**src/rtl/sfr_consts.vh**
```
// Constants for the refresh and power-fail controller.
// Assumes a 40 MHz CLK; all counts are in CLK cycles.
`ifndef SFR_CONSTS_VH
`define SFR_CONSTS_VH
`define SFR_CLK_MHZ           32'h28
`define SFR_ROWS              32'h200
`define SFR_REFRESH_PERIOD_MS 32'h20
`define SFR_REFRESH_CYC       ((`SFR_REFRESH_PERIOD_MS * 32'h3e8 * `SFR_CLK_MHZ) / `SFR_ROWS)
`define SFR_RCF_MAX_US        32'h5
`define SFR_RCF_MAX_CYC       (`SFR_RCF_MAX_US * `SFR_CLK_MHZ)
`define SFR_OSC_KHZ           32'h32
`define SFR_OSC_CYC           ((`SFR_CLK_MHZ * 32'h3e8) / `SFR_OSC_KHZ)
`define SFR_OSC_LOW_CYC       16'h0008
`define SFR_CBR_SETUP_CYC     16'h0002
`define SFR_CBR_LOW_CYC       16'h0008
`define SFR_CBR_PRE_CYC       16'h0004
`define SFR_GAP_MARGIN_CYC    16'h0014
`define SFR_RESUME_DLY_US     32'h64
`define SFR_RESUME_DLY_CYC    (`SFR_RESUME_DLY_US * `SFR_CLK_MHZ)
`define SFR_NMI_PULSE_CYC     4'h4
`endif

```
**src/rtl/sfr_sync.v**
```verilog
// Two-stage synchroniser for one level input.
// Assumes the input is asynchronous to CLK.
`timescale 1ns/1ps
`default_nettype none
module sfr_sync (
	// Clock and reset
	input  wire clk,
	input  wire rst_b,
	// Level
	input  wire d,
	output reg  q
);
	reg meta_ff;
	always @(posedge clk or negedge rst_b) begin
		if (!rst_b) begin
			meta_ff <= 1'b0;
			q       <= 1'b0;
		end else begin
			meta_ff <= d;
			q       <= meta_ff;
		end
	end
endmodule // sfr_sync
`default_nettype wire

```
**src/rtl/sfr_timer.v**
```verilog
// Down-counting interval timer with a load and a done flag.
// Assumes load is a one-cycle request from the same clock.
`timescale 1ns/1ps
`default_nettype none
module sfr_timer #(
	parameter WIDTH = 16
) (
	// Clock and reset
	input  wire             clk,
	input  wire             rst_b,
	// Control
	input  wire             load,
	input  wire [WIDTH-1:0] value,
	// Status
	output wire             done
);
	reg [WIDTH-1:0] cnt_ff;
	always @(posedge clk or negedge rst_b) begin
		if (!rst_b) begin
			cnt_ff <= {WIDTH{1'b0}};
		end else if (load) begin
			cnt_ff <= value;
		end else if (cnt_ff != {WIDTH{1'b0}}) begin
			cnt_ff <= cnt_ff - {{(WIDTH-1){1'b0}}, 1'b1};
		end
	end
	assign done = (cnt_ff == {WIDTH{1'b0}}) && !load;
endmodule // sfr_timer
`default_nettype wire

```
**src/rtl/sfr_ctrl.v**
```verilog
// Refresh scheduler and power-fail controller for a pulse-refreshed 1M x 1 memory.
// Assumes a 40 MHz CLK; POWER_FAIL and ACCESS_REQ come from outside and are synchronised.
//
// Functional notes
// Issue 512 column-first refreshes per 32 ms, one about every 62 us; the gap timer brings one every 183 cycles (about 4.6 us) instead.
// Access bursts longer than the self-refresh limit are covered by column-first refresh.
// Memory supplies the row address during column-first refresh; no address driven.
// Memory advances one shared refresh counter in both refresh modes.
// Memory counter steps once per nineteen pulses in self-refresh, once per column-first cycle.
// No extra refresh burst needed before self-refresh when column-first refresh is used.
// Keep self-refresh cycle interval within the temperature dependent maximum.
// Last self-refresh pulse to first column-first cycle within the maximum interval.
// Last column-first cycle to first self-refresh pulse within the maximum interval.
// Across short bursts, self-refresh pulse gap stays within the maximum interval.
// Row-only refresh does not advance the counter; other methods need 512-cycle bursts.
// Use column-first refresh in normal operation whenever self-refresh is used.
// On power failure drive refresh request low and raise processor interrupt.
// Power-fail indication drives separate interrupt and timing-init lines.
// During power fail the row strobe comes from the self-refresh oscillator.
// Self-refresh oscillator runs at 50 kHz for a 50 degree system.
// On power return, after delay, second interrupt; then release request, resume timing.
// Memory has no error checking; protection lies outside.
// Self-refresh: request low then slow row-strobe pulses, which must continue.
// Memory divides the row strobe by nineteen internally in self-refresh.
// Memory waits about 2.5 ms after request low before low-power self-refresh.
// Column-first refresh: column strobe low before row strobe, write enable high.
`timescale 1ns/1ps
`default_nettype none
`include "sfr_consts.vh"
module sfr_ctrl #(
	parameter REFRESH_CYC    = `SFR_REFRESH_CYC,
	parameter RCF_MAX_CYC    = `SFR_RCF_MAX_CYC,
	parameter OSC_CYC        = `SFR_OSC_CYC,
	parameter RESUME_DLY_CYC = `SFR_RESUME_DLY_CYC,
	parameter TW             = 16
) (
	// Clock and reset
	input  wire CLK,
	input  wire RST_B,
	// Power detector
	input  wire POWER_FAIL,
	// Access timing generator
	input  wire ACCESS_REQ,
	input  wire ACCESS_RAS_N,
	input  wire ACCESS_CAS_N,
	input  wire ACCESS_WE_N,
	output reg  ACCESS_GRANT,
	// Memory strobes
	output reg  RAS_N,
	output reg  CAS_N,
	output reg  WE_N,
	output reg  SELF_REFRESH_REQUEST_N,
	// Processor and timing generator
	output reg  NMI,
	output reg  TIMING_INIT,
	output reg  CPU_RESET_NMI
);
	// ****************************************
	// Input synchronisers
	// ****************************************
	wire pf_s;
	wire acc_s;
	sfr_sync u_pf_sync (
		.clk   (CLK),
		.rst_b (RST_B),
		.d     (POWER_FAIL),
		.q     (pf_s)
	);
	sfr_sync u_acc_sync (
		.clk   (CLK),
		.rst_b (RST_B),
		.d     (ACCESS_REQ),
		.q     (acc_s)
	);

	// ****************************************
	// States
	// ****************************************
	localparam ST_NORMAL = 3'd0;
	localparam ST_SETUP  = 3'd1;
	localparam ST_CBR    = 3'd2;
	localparam ST_PRE    = 3'd3;
	localparam ST_SELF   = 3'd4;
	localparam ST_WAIT   = 3'd5;
	localparam ST_NMI2   = 3'd6;

	reg [2:0]    state_ff;
	reg [2:0]    nxt_state;
	reg [TW-1:0] ph_ff;
	reg [TW-1:0] nxt_ph;
	reg [TW-1:0] osc_ff;
	reg [TW-1:0] nxt_osc;
	reg [3:0]    nmi_cnt_ff;
	reg [3:0]    nxt_nmi_cnt;
	reg          nxt_ras_n;
	reg          nxt_cas_n;
	reg          nxt_we_n;
	reg          nxt_srq_n;
	reg          nxt_grant;
	reg          nxt_nmi;
	reg          nxt_tinit;
	reg          nxt_cpu_rst;
	reg          ld_ref;
	reg          ld_gap;
	reg          ld_dly;
	wire         ref_due;
	wire         gap_due;
	wire         dly_done;

	// ****************************************
	// Timers
	// ****************************************
	// Average spacing of column-first refreshes
	sfr_timer #(.WIDTH(TW)) u_ref_tmr (
		.clk   (CLK),
		.rst_b (RST_B),
		.load  (ld_ref),
		.value (REFRESH_CYC[TW-1:0]),
		.done  (ref_due)
	);
	// Worst-case gap since the last refresh edge of either kind
	sfr_timer #(.WIDTH(TW)) u_gap_tmr (
		.clk   (CLK),
		.rst_b (RST_B),
		.load  (ld_gap),
		.value (RCF_MAX_CYC[TW-1:0] - `SFR_GAP_MARGIN_CYC),
		.done  (gap_due)
	);
	// Power-return settle delay
	sfr_timer #(.WIDTH(TW)) u_dly_tmr (
		.clk   (CLK),
		.rst_b (RST_B),
		.load  (ld_dly),
		.value (RESUME_DLY_CYC[TW-1:0]),
		.done  (dly_done)
	);

	// ****************************************
	// Next-state logic
	// ****************************************
	always @* begin
		nxt_state   = state_ff;
		nxt_ph      = ph_ff;
		nxt_osc     = osc_ff;
		nxt_nmi_cnt = nmi_cnt_ff;
		nxt_ras_n   = RAS_N;
		nxt_cas_n   = CAS_N;
		nxt_we_n    = 1'b1;
		nxt_srq_n   = SELF_REFRESH_REQUEST_N;
		nxt_grant   = 1'b0;
		nxt_nmi     = NMI;
		nxt_tinit   = TIMING_INIT;
		nxt_cpu_rst = CPU_RESET_NMI;
		ld_ref      = 1'b0;
		ld_gap      = 1'b0;
		ld_dly      = 1'b0;
		if (nmi_cnt_ff != 4'h0) begin
			nxt_nmi_cnt = nmi_cnt_ff - 4'h1;
		end else begin
			nxt_cpu_rst = 1'b0;
		end
		case (state_ff)
			ST_NORMAL: begin
				if (pf_s) begin
					// Power fail: both lines raised, request low at once
					nxt_nmi   = 1'b1;
					nxt_tinit = 1'b1;
					nxt_srq_n = 1'b0;
					nxt_ras_n = 1'b1;
					nxt_cas_n = 1'b1;
					nxt_osc   = 16'h0000;
					nxt_state = ST_SELF;
				end else if (ref_due || gap_due) begin
					// Refresh preempts access; also bounds any access burst
					nxt_ras_n = 1'b1;
					nxt_cas_n = 1'b0;
					nxt_ph    = `SFR_CBR_SETUP_CYC;
					nxt_state = ST_SETUP;
				end else if (acc_s) begin
					nxt_grant = 1'b1;
					nxt_ras_n = ACCESS_RAS_N;
					nxt_cas_n = ACCESS_CAS_N;
					nxt_we_n  = ACCESS_WE_N;
				end else begin
					nxt_ras_n = 1'b1;
					nxt_cas_n = 1'b1;
				end
			end
			ST_SETUP: begin
				// No address is driven: memory counter supplies the row
				if (ph_ff == 16'h0001) begin
					nxt_ras_n = 1'b0;
					ld_ref    = 1'b1;
					ld_gap    = 1'b1;
					nxt_ph    = `SFR_CBR_LOW_CYC;
					nxt_state = ST_CBR;
				end else begin
					nxt_ph = ph_ff - 16'h0001;
				end
			end
			ST_CBR: begin
				if (ph_ff == 16'h0001) begin
					nxt_ras_n = 1'b1;
					nxt_cas_n = 1'b1;
					nxt_ph    = `SFR_CBR_PRE_CYC;
					nxt_state = ST_PRE;
				end else begin
					nxt_ph = ph_ff - 16'h0001;
				end
			end
			ST_PRE: begin
				if (ph_ff == 16'h0001) begin
					nxt_state = ST_NORMAL;
				end else begin
					nxt_ph = ph_ff - 16'h0001;
				end
			end
			ST_SELF, ST_WAIT: begin
				// Oscillator owns the row strobe; counter stepping by 19 is internal
				nxt_cas_n = 1'b1;
				if (osc_ff == 16'h0000) begin
					nxt_ras_n = 1'b0;
					ld_gap    = 1'b1;
					nxt_osc   = OSC_CYC[TW-1:0] - 16'h0001;
				end else begin
					nxt_osc = osc_ff - 16'h0001;
					if (osc_ff == OSC_CYC[TW-1:0] - `SFR_OSC_LOW_CYC) begin
						nxt_ras_n = 1'b1;
					end
				end
				if (state_ff == ST_SELF) begin
					if (!pf_s) begin
						ld_dly    = 1'b1;
						nxt_state = ST_WAIT;
					end
				end else if (pf_s) begin
					nxt_state = ST_SELF;
				end else if (dly_done) begin
					// Second interrupt resets the processor first
					nxt_cpu_rst = 1'b1;
					// Pulse drops on the edge after the count reaches zero
					nxt_nmi_cnt = `SFR_NMI_PULSE_CYC - 4'h1;
					nxt_state   = ST_NMI2;
				end
			end
			ST_NMI2: begin
				// Wait for the strobe high before handing back
				if (nmi_cnt_ff == 4'h0 && RAS_N && osc_ff != 16'h0000) begin
					nxt_srq_n = 1'b1;
					nxt_nmi   = 1'b0;
					nxt_tinit = 1'b0;
					nxt_cas_n = 1'b1;
					nxt_state = ST_NORMAL;
					// First column-first cycle follows promptly after the last pulse
					nxt_ph    = `SFR_CBR_SETUP_CYC;
					nxt_cas_n = 1'b0;
					nxt_state = ST_SETUP;
				end else begin
					nxt_osc = (osc_ff == 16'h0000) ? 16'h0001 : osc_ff - 16'h0001;
					if (osc_ff == OSC_CYC[TW-1:0] - `SFR_OSC_LOW_CYC) begin
						nxt_ras_n = 1'b1;
					end
				end
			end
			default: begin
				nxt_state = ST_NORMAL;
				nxt_ras_n = 1'b1;
				nxt_cas_n = 1'b1;
			end
		endcase
	end

	// ****************************************
	// Registers
	// ****************************************
	always @(posedge CLK or negedge RST_B) begin
		if (!RST_B) begin
			state_ff               <= ST_NORMAL;
			ph_ff                  <= 16'h0000;
			osc_ff                 <= 16'h0000;
			nmi_cnt_ff             <= 4'h0;
			RAS_N                  <= 1'b1;
			CAS_N                  <= 1'b1;
			WE_N                   <= 1'b1;
			SELF_REFRESH_REQUEST_N <= 1'b1;
			ACCESS_GRANT           <= 1'b0;
			NMI                    <= 1'b0;
			TIMING_INIT            <= 1'b0;
			CPU_RESET_NMI          <= 1'b0;
		end else begin
			state_ff               <= nxt_state;
			ph_ff                  <= nxt_ph;
			osc_ff                 <= nxt_osc;
			nmi_cnt_ff             <= nxt_nmi_cnt;
			RAS_N                  <= nxt_ras_n;
			CAS_N                  <= nxt_cas_n;
			WE_N                   <= nxt_we_n;
			SELF_REFRESH_REQUEST_N <= nxt_srq_n;
			ACCESS_GRANT           <= nxt_grant;
			NMI                    <= nxt_nmi;
			TIMING_INIT            <= nxt_tinit;
			CPU_RESET_NMI          <= nxt_cpu_rst;
		end
	end
endmodule // sfr_ctrl
`default_nettype wire

```
**config.mk**
```make
export PLATFORM = sky130hd
export DESIGN_NAME = sfr_ctrl
export DESIGN_NICKNAME = d
export VERILOG_FILES = /design/src/rtl/sfr_sync.v /design/src/rtl/sfr_timer.v /design/src/rtl/sfr_ctrl.v
export VERILOG_INCLUDE_DIRS = /design/src /design/src/rtl
export SDC_FILE = /design/constraint.sdc
export NUM_CORES = 1
export LEC_CHECK = 0
export BUFFER_PORTS_ARGS = -buffer_cell sky130_fd_sc_hd__buf_2
export CAP_MARGIN = 30
export CORE_MARGIN = 8
export CORE_UTILIZATION = 50
export DETAILED_ROUTE_END_ITERATION = 16
export GPL_TIMING_DRIVEN = 0
export PLACE_DENSITY_LB_ADDON = 0.12
export SYNTH_ARGS = -nofsm -noshare
export SYNTH_HDL_FRONTEND = slang
export SYNTH_SLANG_ARGS = --single-unit
```
**constraint.sdc**
```tcl
create_clock -name CLK -period 3.3 [get_ports CLK]
set_input_delay 0.495 -clock CLK [delete_from_list [all_inputs] [get_ports CLK]]
set_output_delay 0.495 -clock CLK [all_outputs]
set_load 0.02 [all_outputs]
```
==> results by stage <==
Final layout:
- The area growth from synthesis to layout is 9.61%.
- The net count of the finished layout is 636.
- The number of antenna diodes in the final layout is 0.
- The post-route netlist has 9.79% of its cells at a drive strength greater than 1.

Power:
- The internal power of the cells is ~2.8 mW.
- Summed over all cells, the static leakage comes to between 2 and 2.5 nW.
- Sequential cells account for 43.7% of the total power.
- Of the total power, the share spent switching nets is about two fifths.
- The clock share of power is 20.6%.
- The final total power is 4.48 mW.
- In this run the power spent charging and discharging nets is approximately 1.7 mW.
- Combinational logic is responsible for 35.7% of the overall power.
- Dividing total power by cell area gives a power density of 761 mW/mm².
- VDD sags by at most roughly 0.47 mV.

Synthesis:
- The most common cell in the synthesized netlist is sky130_fd_sc_hd__dfrtp_1.
- The synthesized netlist net count is around 610.
- Summed over all instances, the cell type with the most area after synthesis is sky130_fd_sc_hd__dfrtp_1.
- Counting flops with an async set or reset pin after synthesis yields a share of 100%.
- The top-area cell type share of the netlist area is 43.7%.
- The mean cell area of the mapped netlist is 9.10 µm².
- The Yosys step of the flow raised 0 warnings.
- In the synthesized netlist, the cells that appear most often are sky130_fd_sc_hd__dfrtp_1, sky130_fd_sc_hd__nor2_1, sky130_fd_sc_hd__nand2_1.
- Sequential elements use between 40% and 50% of the synthesized area.
- The netlist area before placement is 0.00538 mm².
- Ranked by total cell area, the synthesized netlist is headed by sky130_fd_sc_hd__dfrtp_1, sky130_fd_sc_hd__nor2_1, sky130_fd_sc_hd__nand2_1.
- The main flop type after synthesis is sky130_fd_sc_hd__dfrtp_1.
- Counting flops and latches in the post-synthesis netlist gives between 90 and 100.
- In this run, synthesis inferred 0 flip-flops with an integrated enable.
- The number of instances in the synthesized netlist is 591.
- The netlist uses 62 different library cells.

Clock tree:
- Buffers added to address setup during post-CTS repair amount to 0.
- The root cell of the clock tree is sky130_fd_sc_hd__clkbuf_8.
- After clock tree synthesis, the repair step resized 0 gates.
- The count of clock tree sinks is 98.
- Clock-pin slew was measured on the worst setup and hold paths at 90 ps.
- The count of H-tree levels built during CTS is 3.
- The TritonCTS clock tree is yes.
- Clock latency on the worst-skew pair, taken at its later pin, is around 380 ps.
- The clock tree buffer depth is 2.
- The clock buffer count from CTS is 9.
- The number of hold buffers added after CTS was 0.

Global routing:
- The largest net degree at the start of global routing is 58.
- The first global-routing pass estimated a little over 20 mm of wire.
- The number of antenna violations at the first check in global routing came to 0.
- The overall routing resource usage is 17.1%.
- The global route total overflow is 0.
- The via count of the first global-routing pass is 4249.

Critical path:
- Data on the critical path is required at its endpoint by 3600 ps.
- The kind of start point of the critical path is a flop.
- The largest driver fanout on the critical path is 9.
- The sort of element at the end of the critical path is a flop.
- The arrival time of data at the critical path endpoint is ~3200 ps.
- The worst setup path is of the reg -> reg kind.

STA:
- The final-report max-slew violation count is 0.
- The hold violation total from the final report was 0.
- The maximum clock frequency is 0.350 GHz.
- The minimum clock period is about 2900 ps.
- For the pin with the worst max-slew slack, the measured transition is 752 ps.
- After routing, the total negative slack on setup checks comes to 0 ps.
- The relative slew slack is between 40% and 50%.
- Setup violations remaining at the end of the flow were counted as 0.
- The largest clock skew in the final design is 13.7 ps.
- The final cycle utilization of the critical path is between 80% and 90%.
- Setup repair after global routing left no endpoint under its margin.

Route:
- The per-cell routed wire length is 15.1 µm.
- The post-route antenna net violation count is 0.
- The number of remaining DRC errors is 0.
- The ratio of routed vias to standard cells is 5.61.
- The violation count after the first detailed-routing iteration is 324.
- The total length of routed wires is around 12 mm.
- The routed layout has 4283 vias.
- The iteration count of the initial detailed-routing pass is 4.

Die:
- From bottom edge to top edge, the die measures about 120 µm.
- For this configuration, the core starts out at a cell density of approximately 50%.
- The core region is 0.0107 mm².
- The die is 120 µm wide.
- The total die area is around 0.014 mm².
- The I/O pin total is 15.
- The floorplan has 38 rows.

Placement:
- The number of buffers added on ports is 14.
- The congestion estimate from routability-driven global placement came to 0.863.
- The half-perimeter wire length after detailed placement is approximately 8.4 mm.

Run:
- The max-cap violation count is 0.

Status:
- The run finished with clean final reports.

Worst hold path:
- The worst min-delay path class is in -> async.
power by group through the flow:
stage          clock (mW)  combinational, mW  sequential (mW)
2_1_floorplan           0               1.27             1.90
4_1_cts             0.958               1.61             1.96
6_report            0.924               1.60             1.96
3_3_place_gp            0               1.54             1.96
5_1_grt             0.996               1.84             2.02
3_5_place_dp            0               1.61             1.98
layout by cell type, fill, tap and decap left out, types with 3 or more instances in the layout:
cell type,netlist,final
sky130_fd_sc_hd__nand3b_1,4,4
sky130_fd_sc_hd__or2_2,3,3
sky130_fd_sc_hd__nand2b_1,5,5
sky130_fd_sc_hd__o211ai_1,5,5
sky130_fd_sc_hd__ha_1,11,11
sky130_fd_sc_hd__nand2_1,63,63
sky130_fd_sc_hd__bufinv_16,0,3
sky130_fd_sc_hd__or4_1,4,4
sky130_fd_sc_hd__nor4b_1,5,5
sky130_fd_sc_hd__nor3_1,42,42
sky130_fd_sc_hd__clkbuf_8,0,9
sky130_fd_sc_hd__nor2b_1,5,5
sky130_fd_sc_hd__o22a_1,3,3
sky130_fd_sc_hd__buf_4,1,3
sky130_fd_sc_hd__o21ai_0,16,16
sky130_fd_sc_hd__a21oi_1,35,35
sky130_fd_sc_hd__and2_1,3,3
sky130_fd_sc_hd__nand3_1,16,16
sky130_fd_sc_hd__a21o_1,8,8
sky130_fd_sc_hd__and4_1,4,4
sky130_fd_sc_hd__inv_1,19,19
sky130_fd_sc_hd__nor2_1,89,89
sky130_fd_sc_hd__a31oi_1,9,9
sky130_fd_sc_hd__buf_2,0,13
sky130_fd_sc_hd__dfrtp_1,94,94
sky130_fd_sc_hd__xor2_1,27,27
sky130_fd_sc_hd__xnor2_1,23,23
sky130_fd_sc_hd__o21ai_1,3,3
sky130_fd_sc_hd__nor4_1,10,10
sky130_fd_sc_hd__a2bb2oi_1,3,3
sky130_fd_sc_hd__nand4_1,9,9
sky130_fd_sc_hd__dfstp_2,4,4
sky130_fd_sc_hd__clkbuf_1,12,14
sky130_fd_sc_hd__or3_1,9,9
sky130_fd_sc_hd__a21oi_2,10,10
worst max-delay path, cell delays in order, from the launching register on:
cell and delay (ps):
sky130_fd_sc_hd__dfrtp_1 430, sky130_fd_sc_hd__inv_1 100, sky130_fd_sc_hd__ha_1 150, sky130_fd_sc_hd__nor4b_1 370, sky130_fd_sc_hd__nand4_1 380, sky130_fd_sc_hd__a21oi_1 560, sky130_fd_sc_hd__nor2_1 270, sky130_fd_sc_hd__inv_1 240
sky130_fd_sc_hd__o21ai_0 120, sky130_fd_sc_hd__a22oi_1 150
metal layers:
| metal | wire (µm) | vias up | GRT usage [%] |
|---|---|---|---|
| li1 | - | 2134 | - |
| met1 | 5440 | 2082 | 21.4 |
| met2 | 5510 | 50 | 27.8 |
| met3 | 392 | 17 | 4.88 |
| met4 | 207 | 0 | 5.78 |
| met5 | 0 | - | 0 |
registers in the layout (all words and copies together), names as in the netlist:
name,flops
WE_N,1
u_dly_tmr.cnt_ff,16
u_pf_sync.q,1
state_ff,3
CAS_N,1
RAS_N,1
TIMING_INIT,1
u_gap_tmr.cnt_ff,16
CPU_RESET_NMI,1
nmi_cnt_ff,4
u_acc_sync.q,1
u_ref_tmr.cnt_ff,16
ACCESS_GRANT,1
SELF_REFRESH_REQUEST_N,1
u_acc_sync.meta_ff,1
osc_ff,16
u_pf_sync.meta_ff,1
ph_ff,16
path summary, 6_finish.rpt:
| kind | from | cells past startpoint | to | slack (ps) |
|---|---|---|---|---|
| min in group CLK | ACCESS_REQ | 1 | u_acc_sync.meta_ff | 210 |
| worst min register to register | u_acc_sync.meta_ff | 0 | u_acc_sync.q | 360 |
| worst max register to register | osc_ff[0] | 9 | osc_ff[3] | 450 |
| worst max-delay path | osc_ff[0] | 9 | osc_ff[3] | 450 |
| worst min-delay path | RST_B | 1 | osc_ff[6] | 90 |
| max in group asynchronous | RST_B | 2 | CAS_N | 2510 |
area by class of cell:
type	count	area [µm²]
Buffer	16	71.3
Timing Repair Buffer	16	108
Sequential cell	98	2460
Fill cell	995	4760
Inverter	19	71.3
Clock buffer	11	131
Clock inverter	5	103
Multi-Input combinational cell	458	2780
Tap cell	140	175
through the flow:
step / setup slack [ps] / util (%) / hold WS [ps] / area, µm² / cells
floorplan: 938 / - / 199 / 5380 / 591
global placement: 483 / 52.8 / 335 / 5620 / 745
detailed placement: 488 / 53.1 / 337 / 5660 / 747
CTS: 456 / 55.3 / 103 / 5890 / 763
global route: 138 / 55.3 / 115 / 5890 / 763
finish: 446 / 55.3 / 87.6 / 5890 / 763
cells by family after synthesis:
kind of cell	count (synthesis)	synth area share [%]
compound gates	108	13.2
xor+xnor	50	8.14
fa+ha+maj	11	2.56
buf+inv	35	2.65
flops	98	45.7
mux	3	0.675
simple gates	286	27.0
Note: power is estimated with default switching activity, not from simulation.
